## src/shared/cdd_pkg.sv

```systemverilog
// Shared constants and types for the coil direct drive and emergency stop block.
package cdd_pkg;
    localparam int unsigned ADDR_W = 7;
    localparam int unsigned DATA_W = 32;
    // Device register addresses on the link.
    localparam logic [6:0] ADDR_GLOBAL_CONFIGURATION = 7'h00;
    localparam logic [6:0] ADDR_RUN_HOLD_CURRENT = 7'h10;
    localparam logic [6:0] ADDR_STANDSTILL_TIMEOUT = 7'h11;
    localparam logic [6:0] ADDR_VOLTAGE_CHOPPER_THRESHOLD = 7'h13;
    localparam logic [6:0] ADDR_COIL_DIRECT_VALUE = 7'h2d;
    localparam logic [6:0] ADDR_CHOPPER_CONFIGURATION = 7'h6c;
    localparam logic [6:0] ADDR_VOLTAGE_CHOPPER_CONFIGURATION = 7'h70;
    // Global configuration field positions.
    localparam int unsigned GC_PWM_MODE_BIT = 2;
    localparam int unsigned GC_DIRECT_MODE_BIT = 16;
    localparam int unsigned GC_STOP_ENABLE_BIT = 15;
    // Coil direct value field positions.
    localparam int unsigned COIL_A_LSB = 0;
    localparam int unsigned COIL_B_LSB = 16;
    localparam int unsigned COIL_W = 9;
    // Run/hold current field positions.
    localparam int unsigned HOLD_LSB = 0;
    localparam int unsigned RUN_LSB = 8;
    localparam int unsigned HOLD_DELAY_LSB = 16;
    // Chopper configuration: off time in bits 3..0.
    localparam int unsigned OFF_TIME_LSB = 0;
    // Voltage chopper configuration fields.
    localparam int unsigned AMPL_LSB = 0;
    localparam int unsigned AUTOSCALE_BIT = 18;
    localparam int unsigned OPTION_A_LSB = 20;
    localparam logic [1:0] OPTION_A_OPTION_A = 2'b01;
    localparam logic [4:0] CURRENT_SCALE_MAX = 5'h1f;
    // Enable input takes this many clocks to switch the stage off.
    localparam int unsigned SHUTDOWN_CYCLES = 3;
    // Hold ramp step and standstill timeout clock bases.
    localparam int unsigned HOLD_RAMP_TICK = 16;
    localparam int unsigned TIMEOUT_TICK = 256;
    // Host controller registers on Wishbone (byte addresses).
    localparam logic [3:0] HOST_ADDR_CMD = 4'h0;
    localparam logic [3:0] HOST_ADDR_WDATA = 4'h4;
    localparam logic [3:0] HOST_ADDR_CTRL = 4'h8;
    localparam logic [3:0] HOST_ADDR_STATUS = 4'hc;
    localparam logic [31:0] WB_RESET_DATA = 32'h0000_0000;
    typedef enum logic [1:0] {CDD_LINK_IDLE, CDD_LINK_SEND, CDD_LINK_DONE} cdd_link_t;
endpackage

```

## src/shared/cdd_if.sv

```systemverilog
// Link between host controller and motor device: register writes, step, halt, enable.
interface cdd_if;
    logic wr_valid;
    logic [6:0] wr_addr;
    logic [31:0] wr_data;
    logic step;
    logic step_disable_input;
    logic power_stage_enable_low;
    modport host_mp (
        output wr_valid,
        output wr_addr,
        output wr_data,
        output step,
        output step_disable_input,
        output power_stage_enable_low
    );
    modport device_mp (
        input wr_valid,
        input wr_addr,
        input wr_data,
        input step,
        input step_disable_input,
        input power_stage_enable_low
    );
endinterface

```

## src/hdl/cdd_coil_scale.sv

```systemverilog
// Converts one signed coil value into a direction and a scaled magnitude.
module cdd_coil_scale (
    input wire logic [8:0] coil_i,
    input wire logic [4:0] scale_i,
    output logic dir_o,
    output logic [7:0] mag_o,
    output logic [7:0] abs_o
);
    import cdd_pkg::*;
    logic [8:0] abs_w;
    logic [13:0] prod_w;
    always_comb begin
        // Two's complement magnitude; -256 is clipped to the +255 end of the range.
        abs_w = coil_i[8] ? 9'(-coil_i) : coil_i;
        if (abs_w > 9'h0ff) begin
            abs_w = 9'h0ff;
        end
        dir_o = coil_i[8];
        abs_o = abs_w[7:0];
        prod_w = 14'(abs_w[7:0] * ({1'b0, scale_i} + 6'h01));
        mag_o = prod_w[12:5];
    end
endmodule

```

## src/hdl/cdd_device.sv

```systemverilog
// Motor device end: register file, emergency stop and direct coil drive.
// What this block does
// - Enable input inactive turns stage and both duties off
// - Halt flag plus input high forces standstill
// - Enable shutdown acts after three clocks
// - Direct mode uses register, ignores step/dir
// - Coil A bits 8..0, B bits 24..16
// - Direct mode scales limit by hold current
// - Coil fields signed, -255 to +255 linear
// - Autoscale off with PWM mode bit set means open-loop voltage duty
// - Off time zero keeps stage disabled
// - Hold zero with option_a code freewheels
// - Autoscale limit is hold times amplitude
// - Larger coil regulates, scales the other
// - Hysteresis chopper regulates each bridge separately
// - Step pulse triggers run current for both
// - Host pulses step when switching solenoid on
// - Host keeps amplitudes within +-248 band (cdd_host passes coil values on unchecked)
// - Host velocity setup: full amplitude, max hold
// - Host init writes in documented order
module cdd_device (
    input wire logic clk_i,
    input wire logic rst_i,
    cdd_if.device_mp link,
    input wire logic [1:0] sense_over_i,
    output logic stage_on_o,
    output logic option_a_o,
    output logic coil_a_dir_o,
    output logic [7:0] coil_a_duty_o,
    output logic coil_b_dir_o,
    output logic [7:0] coil_b_duty_o,
    output logic [4:0] current_scale_o,
    output logic halted_o
);
    import cdd_pkg::*;
    logic [31:0] global_cfg_r;
    logic [31:0] run_hold_r;
    logic [31:0] timeout_r;
    logic [31:0] coil_direct_r;
    logic [31:0] chop_cfg_r;
    logic [31:0] vchop_cfg_r;
    logic [2:0] en_low_pipe_r;
    logic [4:0] scale_r;
    logic [7:0] idle_cnt_r;
    logic [7:0] tick_r;
    logic [3:0] ramp_cnt_r;
    logic standstill_r;
    logic step_prev_r;
    logic [1:0] chop_off_r;
    logic a_dir_w;
    logic b_dir_w;
    logic [7:0] a_mag_w;
    logic [7:0] b_mag_w;
    logic [7:0] a_abs_w;
    logic [7:0] b_abs_w;
    logic [4:0] hold_w;
    logic [4:0] run_w;
    logic halt_w;
    logic direct_w;
    logic autoscale_w;
    logic pwm_mode_w;
    logic step_edge_w;
    logic off_w;
    logic fw_w;
    logic [7:0] a_nxt;
    logic [7:0] b_nxt;

    always_ff @(posedge clk_i) begin
        if (rst_i) begin
            global_cfg_r <= WB_RESET_DATA;
            run_hold_r <= WB_RESET_DATA;
            timeout_r <= WB_RESET_DATA;
            coil_direct_r <= WB_RESET_DATA;
            chop_cfg_r <= WB_RESET_DATA;
            vchop_cfg_r <= WB_RESET_DATA;
        end else if (link.wr_valid) begin
            unique case (link.wr_addr)
                ADDR_GLOBAL_CONFIGURATION: global_cfg_r <= link.wr_data;
                ADDR_RUN_HOLD_CURRENT: run_hold_r <= link.wr_data;
                ADDR_STANDSTILL_TIMEOUT: timeout_r <= link.wr_data;
                ADDR_COIL_DIRECT_VALUE: begin
                    // Only the two 9-bit coil fields are stored.
                    coil_direct_r <= link.wr_data & 32'h01ff_01ff;
                end
                ADDR_CHOPPER_CONFIGURATION: chop_cfg_r <= link.wr_data;
                ADDR_VOLTAGE_CHOPPER_CONFIGURATION: vchop_cfg_r <= link.wr_data;
                default: ;
            endcase
        end
    end

    assign hold_w = run_hold_r[HOLD_LSB +: 5];
    assign run_w = run_hold_r[RUN_LSB +: 5];
    assign direct_w = global_cfg_r[GC_DIRECT_MODE_BIT];
    assign pwm_mode_w = global_cfg_r[GC_PWM_MODE_BIT];
    assign autoscale_w = vchop_cfg_r[AUTOSCALE_BIT];
    // The halt input counts only when its select flag is set.
    assign halt_w = global_cfg_r[GC_STOP_ENABLE_BIT] & link.step_disable_input;
    assign step_edge_w = link.step & ~step_prev_r & ~halt_w;

    // The enable input passes a three-stage pipe, so shutdown needs a running clock.
    always_ff @(posedge clk_i) begin
        if (rst_i) begin
            en_low_pipe_r <= 3'h7;
            step_prev_r <= 1'b0;
        end else begin
            en_low_pipe_r <= {en_low_pipe_r[1:0], link.power_stage_enable_low};
            step_prev_r <= link.step;
        end
    end

    // Run/hold scaling: a step pulse raises to run current, standstill ramps to hold.
    always_ff @(posedge clk_i) begin
        if (rst_i) begin
            scale_r <= 5'h00;
            idle_cnt_r <= 8'h00;
            tick_r <= 8'h00;
            ramp_cnt_r <= 4'h0;
            standstill_r <= 1'b1;
        end else if (step_edge_w) begin
            scale_r <= run_w;
            idle_cnt_r <= 8'h00;
            tick_r <= 8'h00;
            standstill_r <= 1'b0;
        end else if (halt_w) begin
            standstill_r <= 1'b1;
            tick_r <= 8'(tick_r + 8'h01);
            if (scale_r > hold_w && tick_r == 8'(HOLD_RAMP_TICK - 1)) begin
                scale_r <= 5'(scale_r - 5'h01);
                tick_r <= 8'h00;
            end else if (scale_r < hold_w) begin
                scale_r <= hold_w;
            end
        end else begin
            tick_r <= 8'(tick_r + 8'h01);
            if (!standstill_r && tick_r == 8'(TIMEOUT_TICK - 1)) begin
                idle_cnt_r <= 8'(idle_cnt_r + 8'h01);
                if (idle_cnt_r >= timeout_r[7:0]) begin
                    standstill_r <= 1'b1;
                end
            end else if (standstill_r) begin
                // Ramp down one step per hold_ramp_delay_field x tick.
                if (scale_r > hold_w && tick_r[7:4] >= run_hold_r[HOLD_DELAY_LSB +: 4]) begin
                    scale_r <= 5'(scale_r - 5'h01);
                    tick_r <= 8'h00;
                end else if (scale_r < hold_w) begin
                    scale_r <= hold_w;
                end
            end
        end
    end

    cdd_coil_scale u_coil_a (
        .coil_i(coil_direct_r[COIL_A_LSB +: COIL_W]),
        .scale_i(scale_r),
        .dir_o(a_dir_w),
        .mag_o(a_mag_w),
        .abs_o(a_abs_w)
    );
    cdd_coil_scale u_coil_b (
        .coil_i(coil_direct_r[COIL_B_LSB +: COIL_W]),
        .scale_i(scale_r),
        .dir_o(b_dir_w),
        .mag_o(b_mag_w),
        .abs_o(b_abs_w)
    );

    // Hysteresis chopper: per-bridge over-current flag, registered from sense every clock.
    always_ff @(posedge clk_i) begin
        if (rst_i) begin
            chop_off_r <= 2'b00;
        end else begin
            chop_off_r <= sense_over_i;
        end
    end

    always_comb begin
        a_nxt = a_mag_w;
        b_nxt = b_mag_w;
        if (pwm_mode_w && !autoscale_w) begin
            // Open loop: the scaled duty goes out as a voltage command, sense is ignored.
            a_nxt = a_mag_w;
            b_nxt = b_mag_w;
        end else if (pwm_mode_w) begin
            // Limit follows hold scale times amplitude; the larger coil governs.
            if (sense_over_i[a_abs_w >= b_abs_w ? 0 : 1]) begin
                a_nxt = {1'b0, a_mag_w[7:1]};
                b_nxt = {1'b0, b_mag_w[7:1]};
            end
        end else begin
            if (chop_off_r[0]) begin
                a_nxt = 8'h00;
            end
            if (chop_off_r[1]) begin
                b_nxt = 8'h00;
            end
        end
    end

    assign fw_w = hold_w == 5'h00 && vchop_cfg_r[OPTION_A_LSB +: 2] == OPTION_A_OPTION_A;
    assign off_w = en_low_pipe_r[SHUTDOWN_CYCLES - 1] || chop_cfg_r[OFF_TIME_LSB +: 4] == 4'h0;

    always_ff @(posedge clk_i) begin
        if (rst_i) begin
            stage_on_o <= 1'b0;
            option_a_o <= 1'b1;
            coil_a_dir_o <= 1'b0;
            coil_a_duty_o <= 8'h00;
            coil_b_dir_o <= 1'b0;
            coil_b_duty_o <= 8'h00;
            current_scale_o <= 5'h00;
            halted_o <= 1'b0;
        end else begin
            stage_on_o <= !off_w && direct_w;
            option_a_o <= off_w || (fw_w && standstill_r);
            coil_a_dir_o <= a_dir_w;
            coil_b_dir_o <= b_dir_w;
            coil_a_duty_o <= (off_w || !direct_w) ? 8'h00 : a_nxt;
            coil_b_duty_o <= (off_w || !direct_w) ? 8'h00 : b_nxt;
            current_scale_o <= scale_r;
            halted_o <= halt_w;
        end
    end
endmodule

```

## src/flat_wrapper.sv

```systemverilog
// flat-port wrapper written by rule: the top's interface ports become plain ports
module cdd_device_flat import cdd_pkg::*;
  (clk_i, rst_i, sense_over_i, stage_on_o, option_a_o, coil_a_dir_o, coil_a_duty_o, coil_b_dir_o, coil_b_duty_o, current_scale_o, halted_o, link_wr_valid, link_wr_addr, link_wr_data, link_step, link_step_disable_input, link_power_stage_enable_low);
  cdd_if link_i ();
  input wire logic clk_i;
  input wire logic rst_i;
  input wire logic [1:0] sense_over_i;
  output logic stage_on_o;
  output logic option_a_o;
  output logic coil_a_dir_o;
  output logic [7:0] coil_a_duty_o;
  output logic coil_b_dir_o;
  output logic [7:0] coil_b_duty_o;
  output logic [4:0] current_scale_o;
  output logic halted_o;
  input wire logic [$bits(link_i.wr_valid)-1:0] link_wr_valid;
  input wire logic [$bits(link_i.wr_addr)-1:0] link_wr_addr;
  input wire logic [$bits(link_i.wr_data)-1:0] link_wr_data;
  input wire logic [$bits(link_i.step)-1:0] link_step;
  input wire logic [$bits(link_i.step_disable_input)-1:0] link_step_disable_input;
  input wire logic [$bits(link_i.power_stage_enable_low)-1:0] link_power_stage_enable_low;
  assign link_i.wr_valid = link_wr_valid;
  assign link_i.wr_addr = link_wr_addr;
  assign link_i.wr_data = link_wr_data;
  assign link_i.step = link_step;
  assign link_i.step_disable_input = link_step_disable_input;
  assign link_i.power_stage_enable_low = link_power_stage_enable_low;
  cdd_device u_core (.clk_i(clk_i), .rst_i(rst_i), .link(link_i), .sense_over_i(sense_over_i), .stage_on_o(stage_on_o), .option_a_o(option_a_o), .coil_a_dir_o(coil_a_dir_o), .coil_a_duty_o(coil_a_duty_o), .coil_b_dir_o(coil_b_dir_o), .coil_b_duty_o(coil_b_duty_o), .current_scale_o(current_scale_o), .halted_o(halted_o));
endmodule
```

## config.mk

```make
export PLATFORM = sky130hd
export DESIGN_NAME = cdd_device_flat
export DESIGN_NICKNAME = d
export VERILOG_FILES = /design/src/shared/cdd_pkg.sv /design/src/shared/cdd_if.sv /design/src/hdl/cdd_coil_scale.sv /design/src/hdl/cdd_device.sv /design/src/flat_wrapper.sv
export SDC_FILE = /design/constraint.sdc
export NUM_CORES = 1
export LEC_CHECK = 0
export ABC_AREA = 1
export BUFFER_PORTS_ARGS = -buffer_cell sky130_fd_sc_hd__buf_4
export CAP_MARGIN = 0
export CORE_AREA = 2 2 141 199
export CTS_CLUSTER_DIAMETER = 150
export DETAILED_ROUTE_END_ITERATION = 10
export DIE_AREA = 0 0 143 201
export GPL_ROUTABILITY_DRIVEN = 0
export SKIP_CTS_REPAIR_TIMING = 1
export SLEW_MARGIN = 40
export SYNTH_ARGS = -nofsm -noshare
export SYNTH_HDL_FRONTEND = slang
export SYNTH_SLANG_ARGS = --single-unit
```

## constraint.sdc

```tcl
create_clock -name clk_i -period 4.8 [get_ports clk_i]
set_clock_uncertainty 0.05 [all_clocks]
set_input_delay 0.24 -clock clk_i [delete_from_list [all_inputs] [get_ports clk_i]]
set_output_delay 0.24 -clock clk_i [all_outputs]
set_load 0.02 [all_outputs]
```

==> run metrics <==
Post-Synth XOR/XNOR Area 0.0207; first-pass GRT wire length 32.9 mm; Hold Path Class primary input to register; Setup crit start kind register; Area Overhead vs Synth 19.3%; pin count of the biggest net entering global routing 39; Reg-to-Reg End u_core.coil_a_duty_o[5]; Vias/cell 4.46; cell-by-cell trace of the critical path inv_1 -> ha_1 -> inv_2 -> nor3_2 -> o21ai_0 -> nand3b_1 -> buf_4 -> nand2_1 -> inv_1 -> fa_1 -> inv_1 -> fa_1 -> fa_1 -> inv_1 -> ha_1 -> nand2_1 -> nor2_1 -> nand4_1 -> nand2_2 -> nand2_1 -> nand3_1 -> nand3_1 -> a21oi_1; Max VDD drop 0.000172 V; top layer in use met4; clock sinks 104; Worst slew margin 0.431; switching power 703 uW; final hold viol count 0; CP peak stage delay 0.54 ns; routed wl met2 10.6 mm; post-layout min period 4.47 ns; FF-to-FF Start u_core.coil_direct_r[0]; crit-path max FO 5; kind of critical path register to register; Vias 7084; H-tree depth 3; Netlist cell types 49; Arrival @ worst endpoint 4.71 ns; layout cells sized above 1 0.149; ANT cells 0; drt pass-1 iters 7; Tot GR Track Use 0.143; max cap viols 0; Detailed Place HPWL 16.5 mm; sequential share of the synthesized area 0.260; Reg2Reg Depth 23; Max Freq 0.224 GHz; Worst Tran Pin Value 0.847 ns; Hold Path Stages 2; hold_sp link_power_stage_enable_low; # fillers 2888; met3 routed WL 476 um; hold_ws 0.0142 ns; worst-case clock buffer depth 2; internal power 1.46 mW; port bufs 63; Mean Syn Cell Area 7.11 um^2; TritonCTS clock tree built; Worst R2R Setup Slack 0.33 ns; Core Footprint 0.0271 mm^2; vias in the first global route 6880; Most common cell on crit path inv_1; Post-Synthesis Cell Area 0.00799 mm^2; Leakage 4.96 nW; Max stage delay cell, worst path fa_1; clk_lat worst skew 0.37 ns; multi-input logic area 0.00503 mm^2; register area 0.00208 mm^2; status finished clean; Pins Over Slew Limit 0; Initial Util 0.295; largest family of logic cells by synthesized area simple AND/OR/NAND/NOR gates; CTS Buf Count 9; nets@finish 1376; PnR Total Power 2.16 mW; total power divided by cell area 227 mW/mm^2; Syn. warnings 0; crit share post-route 0.931; sequential share of power 0.422; WP data required 5.05 ns; Initial DRC Count 327; syn_nets 1284; clock-pin slew on the worst setup and hold paths 0.08 ns; initial antenna violation count 0; power share of the clock group 0.358; Mapped Cells 1124; Core Util, Final 0.352; wire length on met1 8.30 mm; setup violators final 0; Synth Area in Simple Gates 0.254; Routed Antenna Nets 0; die outline width 143 um; flops & latches, synth 104; Worst Hold End u_core.en_low_pipe_r[0]; final wirelength 19.9 mm; Post-Synth Adder-Cell Area 0.220; io pins 73; post-synthesis compound-gate area fraction 0.122; clk root buf clkbuf_16; FP Rows 72; DR WL/cell 12.5 um; mux cell area share after synthesis 0; Total Die Area 0.0287 mm^2; Combinational Power Share 0.220; Switching Share 0.325; die height 201 um; DRC violation count after routing 0; grt ovf 0; Setup crit end kind register
power groups by stage:
stage	logic, mW	clock network [mW]	registers (mW)
detailed placement	0.471	0	0.934
CTS	0.474	0.800	0.913
finish	0.475	0.775	0.913
global route	0.534	0.836	0.918
global placement	0.468	0	0.933
floorplan	0.285	0	0.932
registers in the layout, summed over array words and instances (netlist names), 2 cells and up:
name and flops:
u_core.chop_cfg_r 4, u_core.chop_off_r 2, u_core.coil_a_duty_o 8, u_core.coil_b_duty_o 8
u_core.coil_direct_r 18, u_core.current_scale_o 5, u_core.en_low_pipe_r 3, u_core.global_cfg_r 3
u_core.idle_cnt_r 8, u_core.run_hold_r 14, u_core.scale_r 5, u_core.tick_r 8
u_core.timeout_r 8, u_core.vchop_cfg_r 3
stage by stage:
step | setup WS (ns) | TNS, ns | instance area (um^2) | instances
floorplan | 0.409 | 0 | 7990 | 1124
CTS | 0.0982 | 0 | 9430 | 1586
global placement | 0.133 | 0 | 9110 | 1570
global route | -0.0207 | -0.0404 | 9540 | 1590
finish | 0.333 | 0 | 9540 | 1590
detailed placement | 0.112 | 0 | 9130 | 1571
cell type report:
class | count | area share
flip-flops and latches | 104 | 0.219
clock buffers | 9 | 0.0236
repair buffers | 100 | 0.0787
well taps | 370 | 0.0485
multi-input cells | 760 | 0.528
clock inverters | 6 | 0.00813
inverters | 241 | 0.0948
critical path, delay by kind of cell, from the launching register on:
| kind | cells | cell delay (ns) |
|---|---|---|
| simple gates | 10 | 1.17 |
| flops | 1 | 0.33 |
| buf+inv | 6 | 0.51 |
| fa+ha+maj | 5 | 2.02 |
| compound gates | 2 | 0.32 |
logic make-up (layout without fill, tap and decap cells):
| group | Yosys count | count (layout) |
|---|---|---|
| AOI/OAI and AO/OA | 183 | 183 |
| xor gates and xnor gates | 18 | 18 |
| adders and majority gates | 113 | 113 |
| buffers and inverters | 260 | 356 |
| DFF | 104 | 104 |
| and+or+nand+nor | 446 | 446 |
Yosys cell counts (all sizes together):
| cell type | number | area [um^2] |
|---|---|---|
| inv | 237 | 890 |
| nand2 | 206 | 831 |
| nor2 | 134 | 562 |
| dfxtp | 104 | 2080 |
| a21oi | 91 | 474 |
| o21ai | 78 | 390 |
| ha | 67 | 838 |
| nand3 | 50 | 260 |
| fa | 46 | 921 |
| nand4 | 17 | 128 |
| xor2 | 17 | 156 |
| clkbuf | 16 | 60.1 |
| nor3 | 16 | 85.1 |
| or2 | 8 | 50.1 |
| nand3b | 6 | 45.0 |
| nor4 | 5 | 43.8 |
| clkinv | 4 | 15.0 |
| a211oi | 3 | 27.5 |
| and3 | 3 | 18.8 |
| buf | 3 | 13.8 |
| o21bai | 3 | 26.3 |
| a31oi | 2 | 12.5 |
| o211ai | 2 | 15.0 |
| a21boi | 1 | 7.51 |
| nor3b | 1 | 7.51 |
| o2111ai | 1 | 8.76 |
| o31ai | 1 | 7.51 |
| o41ai | 1 | 8.76 |
| xnor2 | 1 | 8.76 |
layout by cell type, fill, tap and decap left out, drive strengths merged, types with 2 or more instances in the layout:
master,Yosys,layout
or2,8,8
xor2,17,17
nor2,134,134
nand4,17,17
nor4,5,5
fa,46,46
nand3b,6,6
nor3,16,16
ha,67,67
and3,3,3
o21bai,3,3
clkinv,4,6
clkbuf,16,9
nand2,206,206
buf,3,100
inv,237,240
nand3,50,50
a31oi,2,2
o21ai,78,78
a211oi,3,3
o211ai,2,2
dfxtp,104,104
a21oi,91,91
per-layer routing:
metal	GRT usage	vias to the layer above
met5	0	-
met4	0.0552	0
met3	0.0196	32
met2	0.268	107
met1	0.160	3235
li1	-	3710
worst max-delay path by stage:
stage	startpoint	endpoint	slack, ns	depth (start not counted)
floorplan	u_core.scale_r[0]	u_core.coil_b_duty_o[6]	0.41	18
finish	u_core.coil_direct_r[0]	u_core.coil_a_duty_o[5]	0.33	23
global placement	u_core.coil_direct_r[16]	u_core.coil_b_duty_o[6]	0.13	25
global route	u_core.coil_direct_r[16]	u_core.coil_b_duty_o[6]	-0.02	25
detailed placement	u_core.coil_direct_r[16]	u_core.coil_b_duty_o[6]	0.11	19
CTS	u_core.coil_direct_r[16]	u_core.coil_b_duty_o[6]	0.1	19
No activity file was read; power rests on OpenSTA's default activity.
